File: src/common/mode_pin_regs.svh
`ifndef MODE_PIN_REGS_SVH
`define MODE_PIN_REGS_SVH

// Register byte offsets
`define REG_MODE_STATUS   12'h000
`define REG_RESET_CTRL    12'h004
`define REG_PULLUP_A      12'h008
`define REG_PULLUP_B      12'h00c
`define REG_BOOT_NVM      12'h010

// Mode status fields
`define FLD_SCAN          0
`define FLD_TEST          1
`define FLD_FFP           2
`define FLD_MFG_TEST      3
`define FLD_STRAP_BAD     4
`define FLD_WIPE_DONE     5
`define FLD_RST_PIN_LOW   6

// Reset control fields
`define FLD_SW_RESET      0

// Boot nvm bit position
`define FLD_BOOT_FLASH    2

// Reset values
`define RST_PULLUP        31'h7fffffff
`define RST_BOOT_NVM      3'h0

// Timing
`define CLK_HZ            40000000
`define SLOW_HZ           32000
`define WIPE_MS           200
`define WIPE_SLOW_TICKS   ((`WIPE_MS * `SLOW_HZ + 999) / 1000)
`define SLOW_DIV          (`CLK_HZ / `SLOW_HZ)
`define RST_PULSE_NS      1000
`define RST_PULSE_CYC     ((`RST_PULSE_NS + 24) / 25)

`endif

File: src/common/mode_pin_pkg.sv
`default_nettype none
package mode_pin_pkg;
	typedef enum logic [1:0] {
		op_normal,
		op_scan,
		op_mfg_test,
		op_fast_prog
	} op_mode_t;
	typedef enum logic [1:0] {
		rst_idle,
		rst_drive,
		rst_wait_release
	} rst_state_t;
endpackage
`default_nettype wire

File: src/hw/sync2.sv
`timescale 1ns/1ps
`default_nettype none
module sync2 #(
	parameter int WIDTH = 1
) (
	input  wire logic             aclk,
	input  wire logic             aresetn,
	input  wire logic [WIDTH-1:0] async_in,
	input  wire logic [WIDTH-1:0] reset_value,
	output logic      [WIDTH-1:0] sync_out
);
	logic [WIDTH-1:0] stage1;

	// First stage feeds only the second
	// Bits set in reset_value come out inverted, so idle-high pins read 0
	always_ff @(posedge aclk) begin
		if (!aresetn) begin
			stage1   <= '0;
			sync_out <= '0;
		end else begin
			stage1   <= async_in ^ reset_value;
			sync_out <= stage1;
		end
	end
endmodule
`default_nettype wire

File: src/hw/wipe_debounce.sv
`timescale 1ns/1ps
`default_nettype none
`include "mode_pin_regs.svh"
module wipe_debounce #(
	parameter int SLOW_DIV   = `SLOW_DIV,
	parameter int WIPE_TICKS = `WIPE_SLOW_TICKS
) (
	input  wire logic aclk,
	input  wire logic aresetn,
	input  wire logic wipe_level,
	output logic      wipe_fire
);
	logic [15:0] div_count;
	logic        slow_tick;
	logic [15:0] held;
	logic        fired;

	// Slow RC rate made from the main clock
	always_ff @(posedge aclk) begin
		if (!aresetn) begin
			div_count <= 16'h0000;
			slow_tick <= 1'b0;
		end else if (div_count == 16'(SLOW_DIV - 1)) begin
			div_count <= 16'h0000;
			slow_tick <= 1'b1;
		end else begin
			div_count <= div_count + 16'h0001;
			slow_tick <= 1'b0;
		end
	end

	// Any drop restarts the count; one fire per assertion
	always_ff @(posedge aclk) begin
		if (!aresetn) begin
			held      <= 16'h0000;
			fired     <= 1'b0;
			wipe_fire <= 1'b0;
		end else begin
			wipe_fire <= 1'b0;
			if (!wipe_level) begin
				held  <= 16'h0000;
				fired <= 1'b0;
			end else if (slow_tick && !fired) begin
				if (held == 16'(WIPE_TICKS - 1)) begin
					fired     <= 1'b1;
					wipe_fire <= 1'b1;
				end else begin
					held <= held + 16'h0001;
				end
			end
		end
	end
endmodule
`default_nettype wire

File: src/hw/mode_pin_reset_control.sv
// How it works
// - Scan-select high enters boundary scan
// - Test-mode high enters test or fast programming
// - Controller pulls open-drain reset pin low
// - External low on reset pin asserts chip_reset
// - Driven reset pulse has guaranteed minimum length
// - Wipe pin requests flash and nvm reinit
// - Wipe debounced on slow clock, 200 ms
// - All port lines pulled-up inputs at reset
// - Each line pull-up set independently
// - Wipe clears boot-select nvm bit 2
//
// The register offsets and register access over AXI4-Lite were left to the implementer.
`timescale 1ns/1ps
`default_nettype none
`include "mode_pin_regs.svh"
module mode_pin_reset_control
	import mode_pin_pkg::*;
#(
	parameter int SLOW_DIV   = `SLOW_DIV,
	parameter int WIPE_TICKS = `WIPE_SLOW_TICKS
) (
	input  wire logic        aclk,
	input  wire logic        aresetn,
	input  wire logic        scan_select_pin,
	input  wire logic        test_mode_pin,
	input  wire logic        strap_line_zero,
	input  wire logic        strap_line_one,
	input  wire logic        strap_line_two,
	input  wire logic        flash_wipe_pin,
	input  wire logic        system_reset_pin_in,
	output logic             system_reset_pin_out,
	output logic             system_reset_pin_oe,
	input  wire logic        reset_cause,
	output logic             chip_reset,
	output logic             scan_mode,
	output logic             mfg_test_mode,
	output logic             fast_prog_mode,
	output logic             flash_wipe_req,
	output logic [30:0]      port_a_pullup_en,
	output logic [30:0]      port_b_pullup_en,
	output logic [30:0]      port_a_output_en,
	output logic [30:0]      port_b_output_en,
	input  wire logic [11:0] s_axi_awaddr,
	input  wire logic        s_axi_awvalid,
	output logic             s_axi_awready,
	input  wire logic [31:0] s_axi_wdata,
	input  wire logic [3:0]  s_axi_wstrb,
	input  wire logic        s_axi_wvalid,
	output logic             s_axi_wready,
	output logic [1:0]       s_axi_bresp,
	output logic             s_axi_bvalid,
	input  wire logic        s_axi_bready,
	input  wire logic [11:0] s_axi_araddr,
	input  wire logic        s_axi_arvalid,
	output logic             s_axi_arready,
	output logic [31:0]      s_axi_rdata,
	output logic [1:0]       s_axi_rresp,
	output logic             s_axi_rvalid,
	input  wire logic        s_axi_rready
);

////////////////////////////////////////////////////////////////////////////
	logic [6:0]  pins_sync;
	logic        scan_s, test_s, strap0_s, strap1_s, strap2_s;
	logic        wipe_s, rst_pin_s;
	logic        wipe_fire;
	op_mode_t    op_mode;
	op_mode_t    next_op_mode;
	logic        strap_bad;
	logic        wipe_done;
	logic        sw_reset;
	logic [2:0]  boot_nvm;
	logic [30:0] pullup_a, pullup_b;
	rst_state_t  rst_state;
	logic [7:0]  rst_count;
	logic        aw_held, w_held;
	logic [11:0] aw_addr;
	logic [31:0] w_data;
	logic [3:0]  w_strb;

	// Reset pin idles high, so synchronise its inverse from zero
	sync2 #(.WIDTH(7)) u_sync (
		.aclk        (aclk),
		.aresetn     (aresetn),
		.async_in    ({system_reset_pin_in, flash_wipe_pin, strap_line_two,
		               strap_line_one, strap_line_zero, test_mode_pin,
		               scan_select_pin}),
		.reset_value (7'h40),
		.sync_out    (pins_sync)
	);

	assign {rst_pin_s, wipe_s, strap2_s, strap1_s, strap0_s, test_s,
	        scan_s} = pins_sync;

	wipe_debounce #(.SLOW_DIV(SLOW_DIV), .WIPE_TICKS(WIPE_TICKS)) u_wipe (
		.aclk       (aclk),
		.aresetn    (aresetn),
		.wipe_level (wipe_s),
		.wipe_fire  (wipe_fire)
	);

	function automatic logic wstrb_full(input logic [3:0] s);
		wstrb_full = &s;
	endfunction

////////////////////////////////////////////////////////////////////////////
	// Mode decode; bad straps fall back to manufacturing test
	always_comb begin
		if (scan_s)
			next_op_mode = op_scan;
		else if (test_s && strap0_s && strap1_s && !strap2_s)
			next_op_mode = op_fast_prog;
		else if (test_s)
			next_op_mode = op_mfg_test;
		else
			next_op_mode = op_normal;
	end

	always_ff @(posedge aclk) begin
		if (!aresetn) begin
			op_mode        <= op_normal;
			scan_mode      <= 1'b0;
			mfg_test_mode  <= 1'b0;
			fast_prog_mode <= 1'b0;
			strap_bad      <= 1'b0;
		end else begin
			op_mode        <= next_op_mode;
			scan_mode      <= (next_op_mode == op_scan);
			mfg_test_mode  <= (next_op_mode == op_mfg_test);
			fast_prog_mode <= (next_op_mode == op_fast_prog);
			// Undefined combination only flagged, not acted on
			strap_bad      <= test_s && !(strap0_s && strap1_s);
		end
	end

////////////////////////////////////////////////////////////////////////////
	// Reset pin: reset_cause or sw_reset stretched to a minimum low pulse
	always_ff @(posedge aclk) begin
		if (!aresetn) begin
			rst_state            <= rst_idle;
			rst_count            <= 8'h00;
			system_reset_pin_out <= 1'b0;
			system_reset_pin_oe  <= 1'b0;
			chip_reset           <= 1'b1;
		end else begin
			system_reset_pin_out <= 1'b0;
			case (rst_state)
				rst_idle: begin
					chip_reset <= rst_pin_s;
					if (reset_cause || sw_reset) begin
						rst_state           <= rst_drive;
						rst_count           <= 8'h00;
						system_reset_pin_oe <= 1'b1;
						chip_reset          <= 1'b1;
					end
				end
				rst_drive: begin
					chip_reset <= 1'b1;
					if (rst_count == 8'(`RST_PULSE_CYC - 1)
					    && !reset_cause) begin
						rst_state           <= rst_wait_release;
						system_reset_pin_oe <= 1'b0;
					end else if (rst_count != 8'(`RST_PULSE_CYC - 1)) begin
						rst_count <= rst_count + 8'h01;
					end
				end
				rst_wait_release: begin
					// Hold until the pin is seen high again
					if (!rst_pin_s) begin
						rst_state  <= rst_idle;
						chip_reset <= 1'b0;
					end
				end
				default: begin
					rst_state           <= rst_idle;
					system_reset_pin_oe <= 1'b0;
				end
			endcase
		end
	end

////////////////////////////////////////////////////////////////////////////
	// Pull-ups and port direction; chip reset restores pulled-up inputs
	always_ff @(posedge aclk) begin
		if (!aresetn || chip_reset) begin
			port_a_pullup_en <= `RST_PULLUP;
			port_b_pullup_en <= `RST_PULLUP;
			port_a_output_en <= 31'h00000000;
			port_b_output_en <= 31'h00000000;
		end else begin
			port_a_pullup_en <= pullup_a;
			port_b_pullup_en <= pullup_b;
			port_a_output_en <= 31'h00000000;
			port_b_output_en <= 31'h00000000;
		end
	end

	// Wipe request and boot bit; stored bits survive the chip reset
	always_ff @(posedge aclk) begin
		if (!aresetn) begin
			flash_wipe_req <= 1'b0;
			boot_nvm       <= `RST_BOOT_NVM;
			wipe_done      <= 1'b0;
		end else begin
			flash_wipe_req <= wipe_fire;
			if (wipe_fire) begin
				boot_nvm[`FLD_BOOT_FLASH] <= 1'b0;
				wipe_done                 <= 1'b1;
			end else if (aw_held && w_held && !s_axi_bvalid) begin
				if (aw_addr == `REG_BOOT_NVM && w_strb[0])
					boot_nvm <= w_data[2:0];
				if (aw_addr == `REG_MODE_STATUS && w_strb[0]
				    && w_data[`FLD_WIPE_DONE])
					wipe_done <= 1'b0;
			end
		end
	end

////////////////////////////////////////////////////////////////////////////
	// AXI write: address and data taken in either order
	always_ff @(posedge aclk) begin
		if (!aresetn) begin
			aw_held       <= 1'b0;
			w_held        <= 1'b0;
			aw_addr       <= 12'h000;
			w_data        <= 32'h00000000;
			w_strb        <= 4'h0;
			s_axi_awready <= 1'b1;
			s_axi_wready  <= 1'b1;
			s_axi_bvalid  <= 1'b0;
			s_axi_bresp   <= 2'h0;
		end else begin
			if (s_axi_awvalid && s_axi_awready) begin
				aw_held       <= 1'b1;
				aw_addr       <= s_axi_awaddr;
				s_axi_awready <= 1'b0;
			end
			if (s_axi_wvalid && s_axi_wready) begin
				w_held       <= 1'b1;
				w_data       <= s_axi_wdata;
				w_strb       <= s_axi_wstrb;
				s_axi_wready <= 1'b0;
			end
			if (aw_held && w_held && !s_axi_bvalid) begin
				s_axi_bvalid <= 1'b1;
				case (aw_addr)
					`REG_MODE_STATUS, `REG_RESET_CTRL, `REG_PULLUP_A,
					`REG_PULLUP_B, `REG_BOOT_NVM: s_axi_bresp <= 2'h0;
					default: s_axi_bresp <= 2'h2;
				endcase
			end
			if (s_axi_bvalid && s_axi_bready) begin
				s_axi_bvalid  <= 1'b0;
				aw_held       <= 1'b0;
				w_held        <= 1'b0;
				s_axi_awready <= 1'b1;
				s_axi_wready  <= 1'b1;
			end
		end
	end

	// Pull-up registers need all lanes; partial writes ignored
	always_ff @(posedge aclk) begin
		if (!aresetn || chip_reset) begin
			pullup_a <= `RST_PULLUP;
			pullup_b <= `RST_PULLUP;
			sw_reset <= 1'b0;
		end else begin
			sw_reset <= 1'b0;
			if (aw_held && w_held && !s_axi_bvalid && wstrb_full(w_strb)) begin
				case (aw_addr)
					`REG_PULLUP_A: pullup_a <= w_data[30:0];
					`REG_PULLUP_B: pullup_b <= w_data[30:0];
					`REG_RESET_CTRL: sw_reset <= w_data[`FLD_SW_RESET];
					default: sw_reset <= 1'b0;
				endcase
			end
		end
	end

	// AXI read, one cycle after the address is taken
	always_ff @(posedge aclk) begin
		if (!aresetn) begin
			s_axi_arready <= 1'b1;
			s_axi_rvalid  <= 1'b0;
			s_axi_rdata   <= 32'h00000000;
			s_axi_rresp   <= 2'h0;
		end else if (s_axi_arvalid && s_axi_arready) begin
			s_axi_arready <= 1'b0;
			s_axi_rvalid  <= 1'b1;
			s_axi_rresp   <= 2'h0;
			case (s_axi_araddr)
				`REG_MODE_STATUS: s_axi_rdata <= {25'h0000000,
				    rst_pin_s, wipe_done, strap_bad, mfg_test_mode,
				    fast_prog_mode, test_s, scan_mode};
				`REG_RESET_CTRL: s_axi_rdata <= 32'h00000000;
				`REG_PULLUP_A: s_axi_rdata <= {1'b0, pullup_a};
				`REG_PULLUP_B: s_axi_rdata <= {1'b0, pullup_b};
				`REG_BOOT_NVM: s_axi_rdata <= {29'h00000000, boot_nvm};
				default: begin
					s_axi_rdata <= 32'h00000000;
					s_axi_rresp <= 2'h2;
				end
			endcase
		end else if (s_axi_rvalid && s_axi_rready) begin
			s_axi_rvalid  <= 1'b0;
			s_axi_arready <= 1'b1;
		end
	end
endmodule
`default_nettype wire

File: config.mk
export PLATFORM = sky130hd
export DESIGN_NAME = mode_pin_reset_control
export DESIGN_NICKNAME = d
export VERILOG_FILES = /design/src/common/mode_pin_pkg.sv /design/src/hw/sync2.sv /design/src/hw/wipe_debounce.sv /design/src/hw/mode_pin_reset_control.sv
export VERILOG_INCLUDE_DIRS = /design/src /design/src/common
export SDC_FILE = /design/constraint.sdc
export NUM_CORES = 1
export LEC_CHECK = 0
export ABC_AREA = 1
export BUFFER_PORTS_ARGS = -buffer_cell sky130_fd_sc_hd__buf_2
export CAP_MARGIN = 20
export CELL_PAD_IN_SITES_DETAIL_PLACEMENT = 0
export CELL_PAD_IN_SITES_GLOBAL_PLACEMENT = 1
export CORE_MARGIN = 2
export CORE_UTILIZATION = 40
export CTS_CLUSTER_DIAMETER = 60
export DETAILED_ROUTE_END_ITERATION = 7
export PLACE_DENSITY_LB_ADDON = 0.15
export SLEW_MARGIN = 20
export SYNTH_ARGS = -nofsm -noshare
export SYNTH_HDL_FRONTEND = slang
export SYNTH_SLANG_ARGS = --single-unit
File: constraint.sdc
create_clock -name aclk -period 2.8 [get_ports aclk]
set_input_delay 0.56 -clock aclk [delete_from_list [all_inputs] [get_ports aclk]]
set_output_delay 0.56 -clock aclk [all_outputs]
set_load 0.02 [all_outputs]
==> results of run 1 <==
[through the flow]
stage | hold slack, ps | power [W] | setup WS, ps | cell area (sq um)
finish | 164 | 0.00948 | 922 | 13400
global route | 155 | 0.00989 | 683 | 13400
CTS | 145 | 0.00961 | 893 | 13400
global placement | 398 | 0.00523 | 704 | 12300
floorplan | 390 | 0.00500 | 1230 | 11600
detailed placement | 397 | 0.00523 | 675 | 12300
[kinds of logic after synthesis]
kind of cell	after synthesis
AND/OR/NAND/NOR	648
buffers and inverters	292
AO/OA/AOI/OAI	217
adder cells (fa/ha/maj)	8
XOR/XNOR	15
other	1
flip-flops	282
[routing by layer]
| layer | vias to the layer above | GRT usage, % | wire length [um] |
|---|---|---|---|
| met4 | 0 | 4.70 | 588 |
| met1 | 4053 | 24.7 | 13000 |
| li1 | 4806 | - | - |
| met2 | 200 | 29.2 | 12300 |
| met5 | - | 0 | 0 |
| met3 | 39 | 2.75 | 1180 |
[sequential cells by signal (all words and copies together) (netlist names), 3 cells and up]
register and cells:
aw_addr 12, boot_nvm 3, u_wipe.held 16, s_axi_rdata 31, w_strb 4, port_b_pullup_en 31
w_data 31, u_wipe.div_count 16, u_sync.stage1 7, pullup_a 31, pullup_b 31, rst_count 8
port_a_pullup_en 31, u_sync.sync_out 7
[critical path: stages, from the launching register on]
cell,delay (ps)
dfxtp_1,300
inv_1,60
nand2_1,70
nor2_1,90
nand2_1,90
nor2_2,210
nand3_4,150
inv_2,370
buf_12,280
nand2_1,80
o211ai_1,80
[cell usage in the layout (no fill, tap or decap), types with 31 or more instances in the layout]
cell	n
dfxtp_1	282
nor2_1	191
o21ai_0	76
nand3_1	73
clkbuf_16	31
a21oi_1	77
buf_2	179
inv_1	158
conb_1	66
nand2_1	329
[power by group]
part           switching, W  internal (W)  leakage, nW  total [W]
combinational      0.000672      0.000253         3.55   0.000925
clock               0.00165       0.00270        0.536    0.00435
sequential        0.0000778       0.00413         2.29    0.00421
total               0.00240       0.00708         6.38    0.00948
[worst min path at each step]
| stage | from | endpoint | slack (ps) | cells past startpoint |
|---|---|---|---|---|
| detailed placement | u_sync.stage1[4] | u_sync.sync_out[4] | 400 | 2 |
| global route | system_reset_pin_in | u_sync.stage1[6] | 150 | 2 |
| floorplan | u_sync.stage1[0] | u_sync.sync_out[0] | 390 | 2 |
| CTS | system_reset_pin_in | u_sync.stage1[6] | 150 | 2 |
| finish | system_reset_pin_in | u_sync.stage1[6] | 160 | 2 |
| global placement | u_sync.stage1[2] | u_sync.sync_out[2] | 400 | 2 |
[final cells by class]
cell class,instances,share of cell area [%]
clock buffer,40,6.33
clock inverter,16,1.94
inverter,167,4.68
multi-input combinational,954,33.7
sequential,282,42.0
tap,378,3.52
timing repair buffer,195,7.84
==> impl_metrics.py, run 1 <==
metrics = {
    "clock_tree": {
        "cts_tree": "done",
        "cts_buffers": 31,
        "cts.hold.buffers_added": 0,
        "clk_path_buf_depth": 3,
        "clk_pin_slew_ps": 60,
        "cts_sinks": 282,
        "cts_resized": 0,
        "clk_latency_ps": 570,
        "cts_htree_levels": 1,
        "root_buffer": "clkbuf_16",
        "cts_setup_buffers": 0,
    },
    "worst_setup_path": {
        "cp-startpoint": "aw_addr[7]",
        "reg2reg_slack_ps": 920,
        "cp.required_ps": 3290,
        "r2r_end": "pullup_b[28]",
        "crit_end": "pullup_b[28]",
        "cp_data_arrival_time_ps": 2370,
        "r2r_cells": 10,
        "cp-end-kind": "flop",
        "worst-path-max-fanout": 36,
        "r2r_start": "aw_addr[7]",
        "criticalPathCategory": "reg2reg",
        "cp-start-kind": "flop",
    },
    "yosys": {
        "ys_warn_count": 0,
        "ys_ff_latch": 282,
        "synth-simple-area-share_pct": 24.1,
        "synth_top_area_share_pct": 49.7,
        "syn_avg_cell_area_sq_um": 7.77,
        "synth_compound_area_share_pct": 11.5,
        "yosysMostFrequentCell": "nand2_1",
        "synthDistinctLibCells": 41,
        "ys.flop_type": "dfxtp_1",
        "synth_xor_area_share_pct": 1.16,
        "synth_edf_count": 0,
        "syn_area_sq_um": 11400,
        "synth_top_family_by_area": "simple AND/OR/NAND/NOR gates",
        "ys_seq_area_share_pct": 49.7,
        "async_reset_ff_share_pct": 0,
        "synthMuxAreaShare_pct": 0,
        "synth_area_leaders": "dfxtp_1 50%, nand2_1 11%, nor2_1 6.3%",
        "synth_adder_area_share_pct": 0.881,
        "yosys.area.top_type": "dfxtp_1",
        "netlist_instances": 1463,
        "yosys-top-cells-count": "330 x nand2_1, 282 x dfxtp_1, 191 x nor2_1",
    },
    "finish": {
        "stdcell_count": 2032,
        "antenna-diode-count": 0,
        "regArea_sq_um": 5650,
        "nNetsFinal": 1714,
        "filler_cell_count": 2849,
        "fin_util_pct": 48.2,
        "final_layout_size_suffix_gt1_share_pct": 18.6,
        "multiInputGateArea_sq_um": 4520,
        "area_growth_pct": 18.2,
    },
    "routing": {
        "vias": 9098,
        "wl_um": 27000,
        "initialDrtViolationCount": 414,
        "drt-wirelength-per-cell_um": 13.3,
        "first_pass_iters": 5,
        "vias_per_cell": 4.48,
        "route.detailed.drc": 0,
        "drtAntennaViolNets": 0,
    },
    "floorplanning": {
        "die_y_um": 173,
        "std_cell_rows": 61,
        "ios": 247,
        "core-area_sq_um": 27900,
        "initial_utilization_pct": 40.8,
        "dieArea_sq_um": 29800,
        "die_w_um": 173,
    },
    "grt": {
        "overflow": 0,
        "antenna_found_initial": 0,
        "grt_max_degree": 53,
        "grt_pass1_wl_um": 44000,
        "grt_pass1_vias": 8478,
        "grtUsageTotal_pct": 17.9,
    },
    "outcome": {
        "status": "finished clean",
    },
    "sta": {
        "max-slew-margin-rel_pct": 60.8,
        "finalMaxSlewViolations": 0,
        "finalClockSkew_ps": 17.7,
        "rsz0062_at_grt": "false",
        "setup_viol": 0,
        "fmaxAchievable_ghz": 0.532,
        "tightestPinTransition_ps": 586,
        "hold_violations": 0,
        "tns_ps": 0,
        "period_share_pct": 67.1,
        "period_needed_ps": 1880,
    },
    "flow_run": {
        "drv_cap": 0,
    },
    "power_and_ir_drop": {
        "p_leak_nw": 6.38,
        "power_density_nw_per_um2": 706,
        "irDropWorstVdd_mv": 0.411,
    },
    "placement": {
        "place.gp.congestion": 0.769,
        "numPortBuffers": 179,
        "hpwl_um": 18600,
        "dpl.cell_count": 1976,
    },
    "worst_hold_path": {
        "min_path_type": "in2reg",
    },
}
No activity file was read; power rests on OpenSTA's default activity.
==> run 2, diff against run 1 <==
--- a/config.mk
+++ b/config.mk
@@ -12,7 +12,7 @@
 export CELL_PAD_IN_SITES_DETAIL_PLACEMENT = 0
 export CELL_PAD_IN_SITES_GLOBAL_PLACEMENT = 1
 export CORE_MARGIN = 2
-export CORE_UTILIZATION = 40
+export CORE_UTILIZATION = 39
 export CTS_CLUSTER_DIAMETER = 60
 export DETAILED_ROUTE_END_ITERATION = 7
 export PLACE_DENSITY_LB_ADDON = 0.15
==> constraint.sdc (replaced) <==
create_clock -name aclk -period 1.8 [get_ports aclk]
set_input_delay 0.36 -clock aclk [delete_from_list [all_inputs] [get_ports aclk]]
set_output_delay 0.36 -clock aclk [all_outputs]
set_load 0.02 [all_outputs]
==> run 2 against run 1 <==
Net effect:
- clock power grew 39%
- power rose by 49%
- sequential share of layout area decreased by 0.57 points
- critical path type unchanged
- register-to-register slack got worse by 770 ps
- first-iteration DRC count grew 3.6%
- count of clock-buffer cells in the layout is 7 higher
- final cell count up 1.4%
- utilization shrank 0.78 points
- setup slack got worse by 770 ps
- critical endpoint is now u_wipe.div_count[12]
- largest power group is now registers
- cell area is 1.4% higher
- sequential power up 56%
==> impl_metrics.py, run 2 (synthesized netlist as in run 1, its figures left out) <==
metrics = {
    "outcome": {
        "status": "finished clean",
    },
    "finish": {
        "filler_cell_count": 2948,
        "final_layout_size_suffix_gt1_share_pct": 19.2,
        "nNetsFinal": 1737,
        "multiInputGateArea_sq_um": 4540,
        "stdcell_count": 2061,
        "area_growth_pct": 19.8,
        "layout_commonest_cell": "nand2_1",
        "regArea_sq_um": 5650,
        "mostFrequentLayoutCells": "328 x nand2_1, 282 x dfxtp_1, 191 x nor2_1, 179 x buf_2, 157 x inv_1",
    },
    "sta": {
        "setup_slack_ps": 150,
        "finalClockSkew_ps": 13.7,
        "holdWs_ps": 54.4,
        "hold_violations": 0,
        "period_needed_ps": 1650,
        "fmaxAchievable_ghz": 0.606,
        "finalMaxSlewViolations": 0,
        "setup_viol": 0,
        "period_share_pct": 91.7,
    },
    "clock_tree": {
        "clk_pin_slew_ps": 60,
        "clk_latency_ps": 560,
        "clk_path_buf_depth": 3,
        "cts_sinks": 282,
        "cts_setup_buffers": 0,
        "cts_htree_levels": 1,
        "cts_buffers": 31,
        "cts_tree": "done",
        "root_buffer": "clkbuf_16",
    },
    "placement": {
        "place.gp.congestion": 0.811,
        "numPortBuffers": 179,
        "hpwl_um": 19400,
        "dpl.cell_count": 1998,
        "place_ws_ps": 69.8,
    },
    "floorplanning": {
        "std_cell_rows": 62,
        "core-area_sq_um": 28700,
        "dieArea_sq_um": 30500,
        "ios": 247,
        "initial_utilization_pct": 39.6,
        "die_w_um": 175,
        "die_y_um": 175,
    },
    "power_and_ir_drop": {
        "irDropWorstVdd_mv": 0.894,
        "p_leak_nw": 6.46,
        "power_density_nw_per_um2": 1040,
    },
    "routing": {
        "vias_per_cell": 4.47,
        "route.detailed.drc": 0,
        "drtAntennaViolNets": 0,
        "drt-wirelength-per-cell_um": 13.5,
        "wl_um": 27700,
        "first_pass_iters": 4,
        "vias": 9213,
        "initialDrtViolationCount": 429,
    },
    "grt": {
        "overflow": 0,
        "grtUsageTotal_pct": 18.1,
        "grt_pass1_vias": 8711,
        "grt_max_degree": 65,
        "grt_pass1_wl_um": 45100,
        "antenna_found_initial": 1,
    },
    "worst_setup_path": {
        "cp.required_ps": 2300,
        "criticalPathCategory": "reg2reg",
        "cp_data_arrival_time_ps": 2150,
        "cp-end-kind": "flop",
        "cp-start-kind": "flop",
        "worst-path-max-fanout": 4,
    },
    "flow_run": {
        "drv_cap": 0,
    },
    "worst_hold_path": {
        "min_path_type": "in2reg",
    },
}
==> run 2: final cells by class <==
class	instances	area share [%]
diodes	1	0.0184
clock buffers	47	6.58
clock inverters	8	0.579
inverters	167	4.61
multi-input cells	954	33.3
flip-flops and latches	282	41.5
well taps	384	3.53
repair buffers	218	9.87
==> run 2: critical path, cell delays in order, from the launching register on <==
cell,delay (ps)
dfxtp_1,380
ha_1,180
nand2_1,50
inv_1,120
nand2_1,70
nor2_1,200
nand2_1,140
nor2_1,180
xor2_1,170
nand2_1,60
inv_1,50
==> run 2: per-stage QoR <==
| step | utilization, % | total power, W | setup TNS, ps | cell area [sq um] |
|---|---|---|---|---|
| after global placement | 43.7 | 0.00815 | 0 | 12500 |
| final | 47.4 | 0.0141 | 0 | 13600 |
| after global routing | 47.4 | 0.0148 | -4.84 | 13600 |
| after CTS | 47.4 | 0.0143 | 0 | 13600 |
| after detailed placement | 43.7 | 0.00817 | 0 | 12500 |
| after floorplan | - | 0.00778 | 0 | 11600 |
==> run 2: timing repair <==
| action | in CTS | in global routing |
|---|---|---|
| endpoints found under the hold margin | 7 | 0 |
| hold buffers | 7 | 0 |
| endpoints found under the setup margin | 0 | 9 |
| gates resized for setup | 0 | 5 |
==> run 2: path summary, 6_finish.rpt <==
check                 startpoint                   end  slack (ps)  cells past startpoint
max          u_wipe.div_count[0]  u_wipe.div_count[12]         150                     10
min               s_axi_wdata[3]             w_data[3]          50                      3
max reg2reg  u_wipe.div_count[0]  u_wipe.div_count[12]         150                     10
min reg2reg     u_sync.stage1[0]    u_sync.sync_out[0]         420                      2
==> run 2: layer usage <==
metal / GRT usage [%] / part of all wire [%] / up-vias
met5: 0 / 0 / -
met4: 4.44 / 2.1 / 0
met3: 2.55 / 4.7 / 39
met2: 29.9 / 45 / 195
met1: 24.9 / 48 / 4131
li1: - / - / 4848
==> run 2: where the power goes <==
part | internal [W] | switching, W
clock network | 0.00356 | 0.00247
registers | 0.00643 | 0.000126
logic | 0.000438 | 0.00108
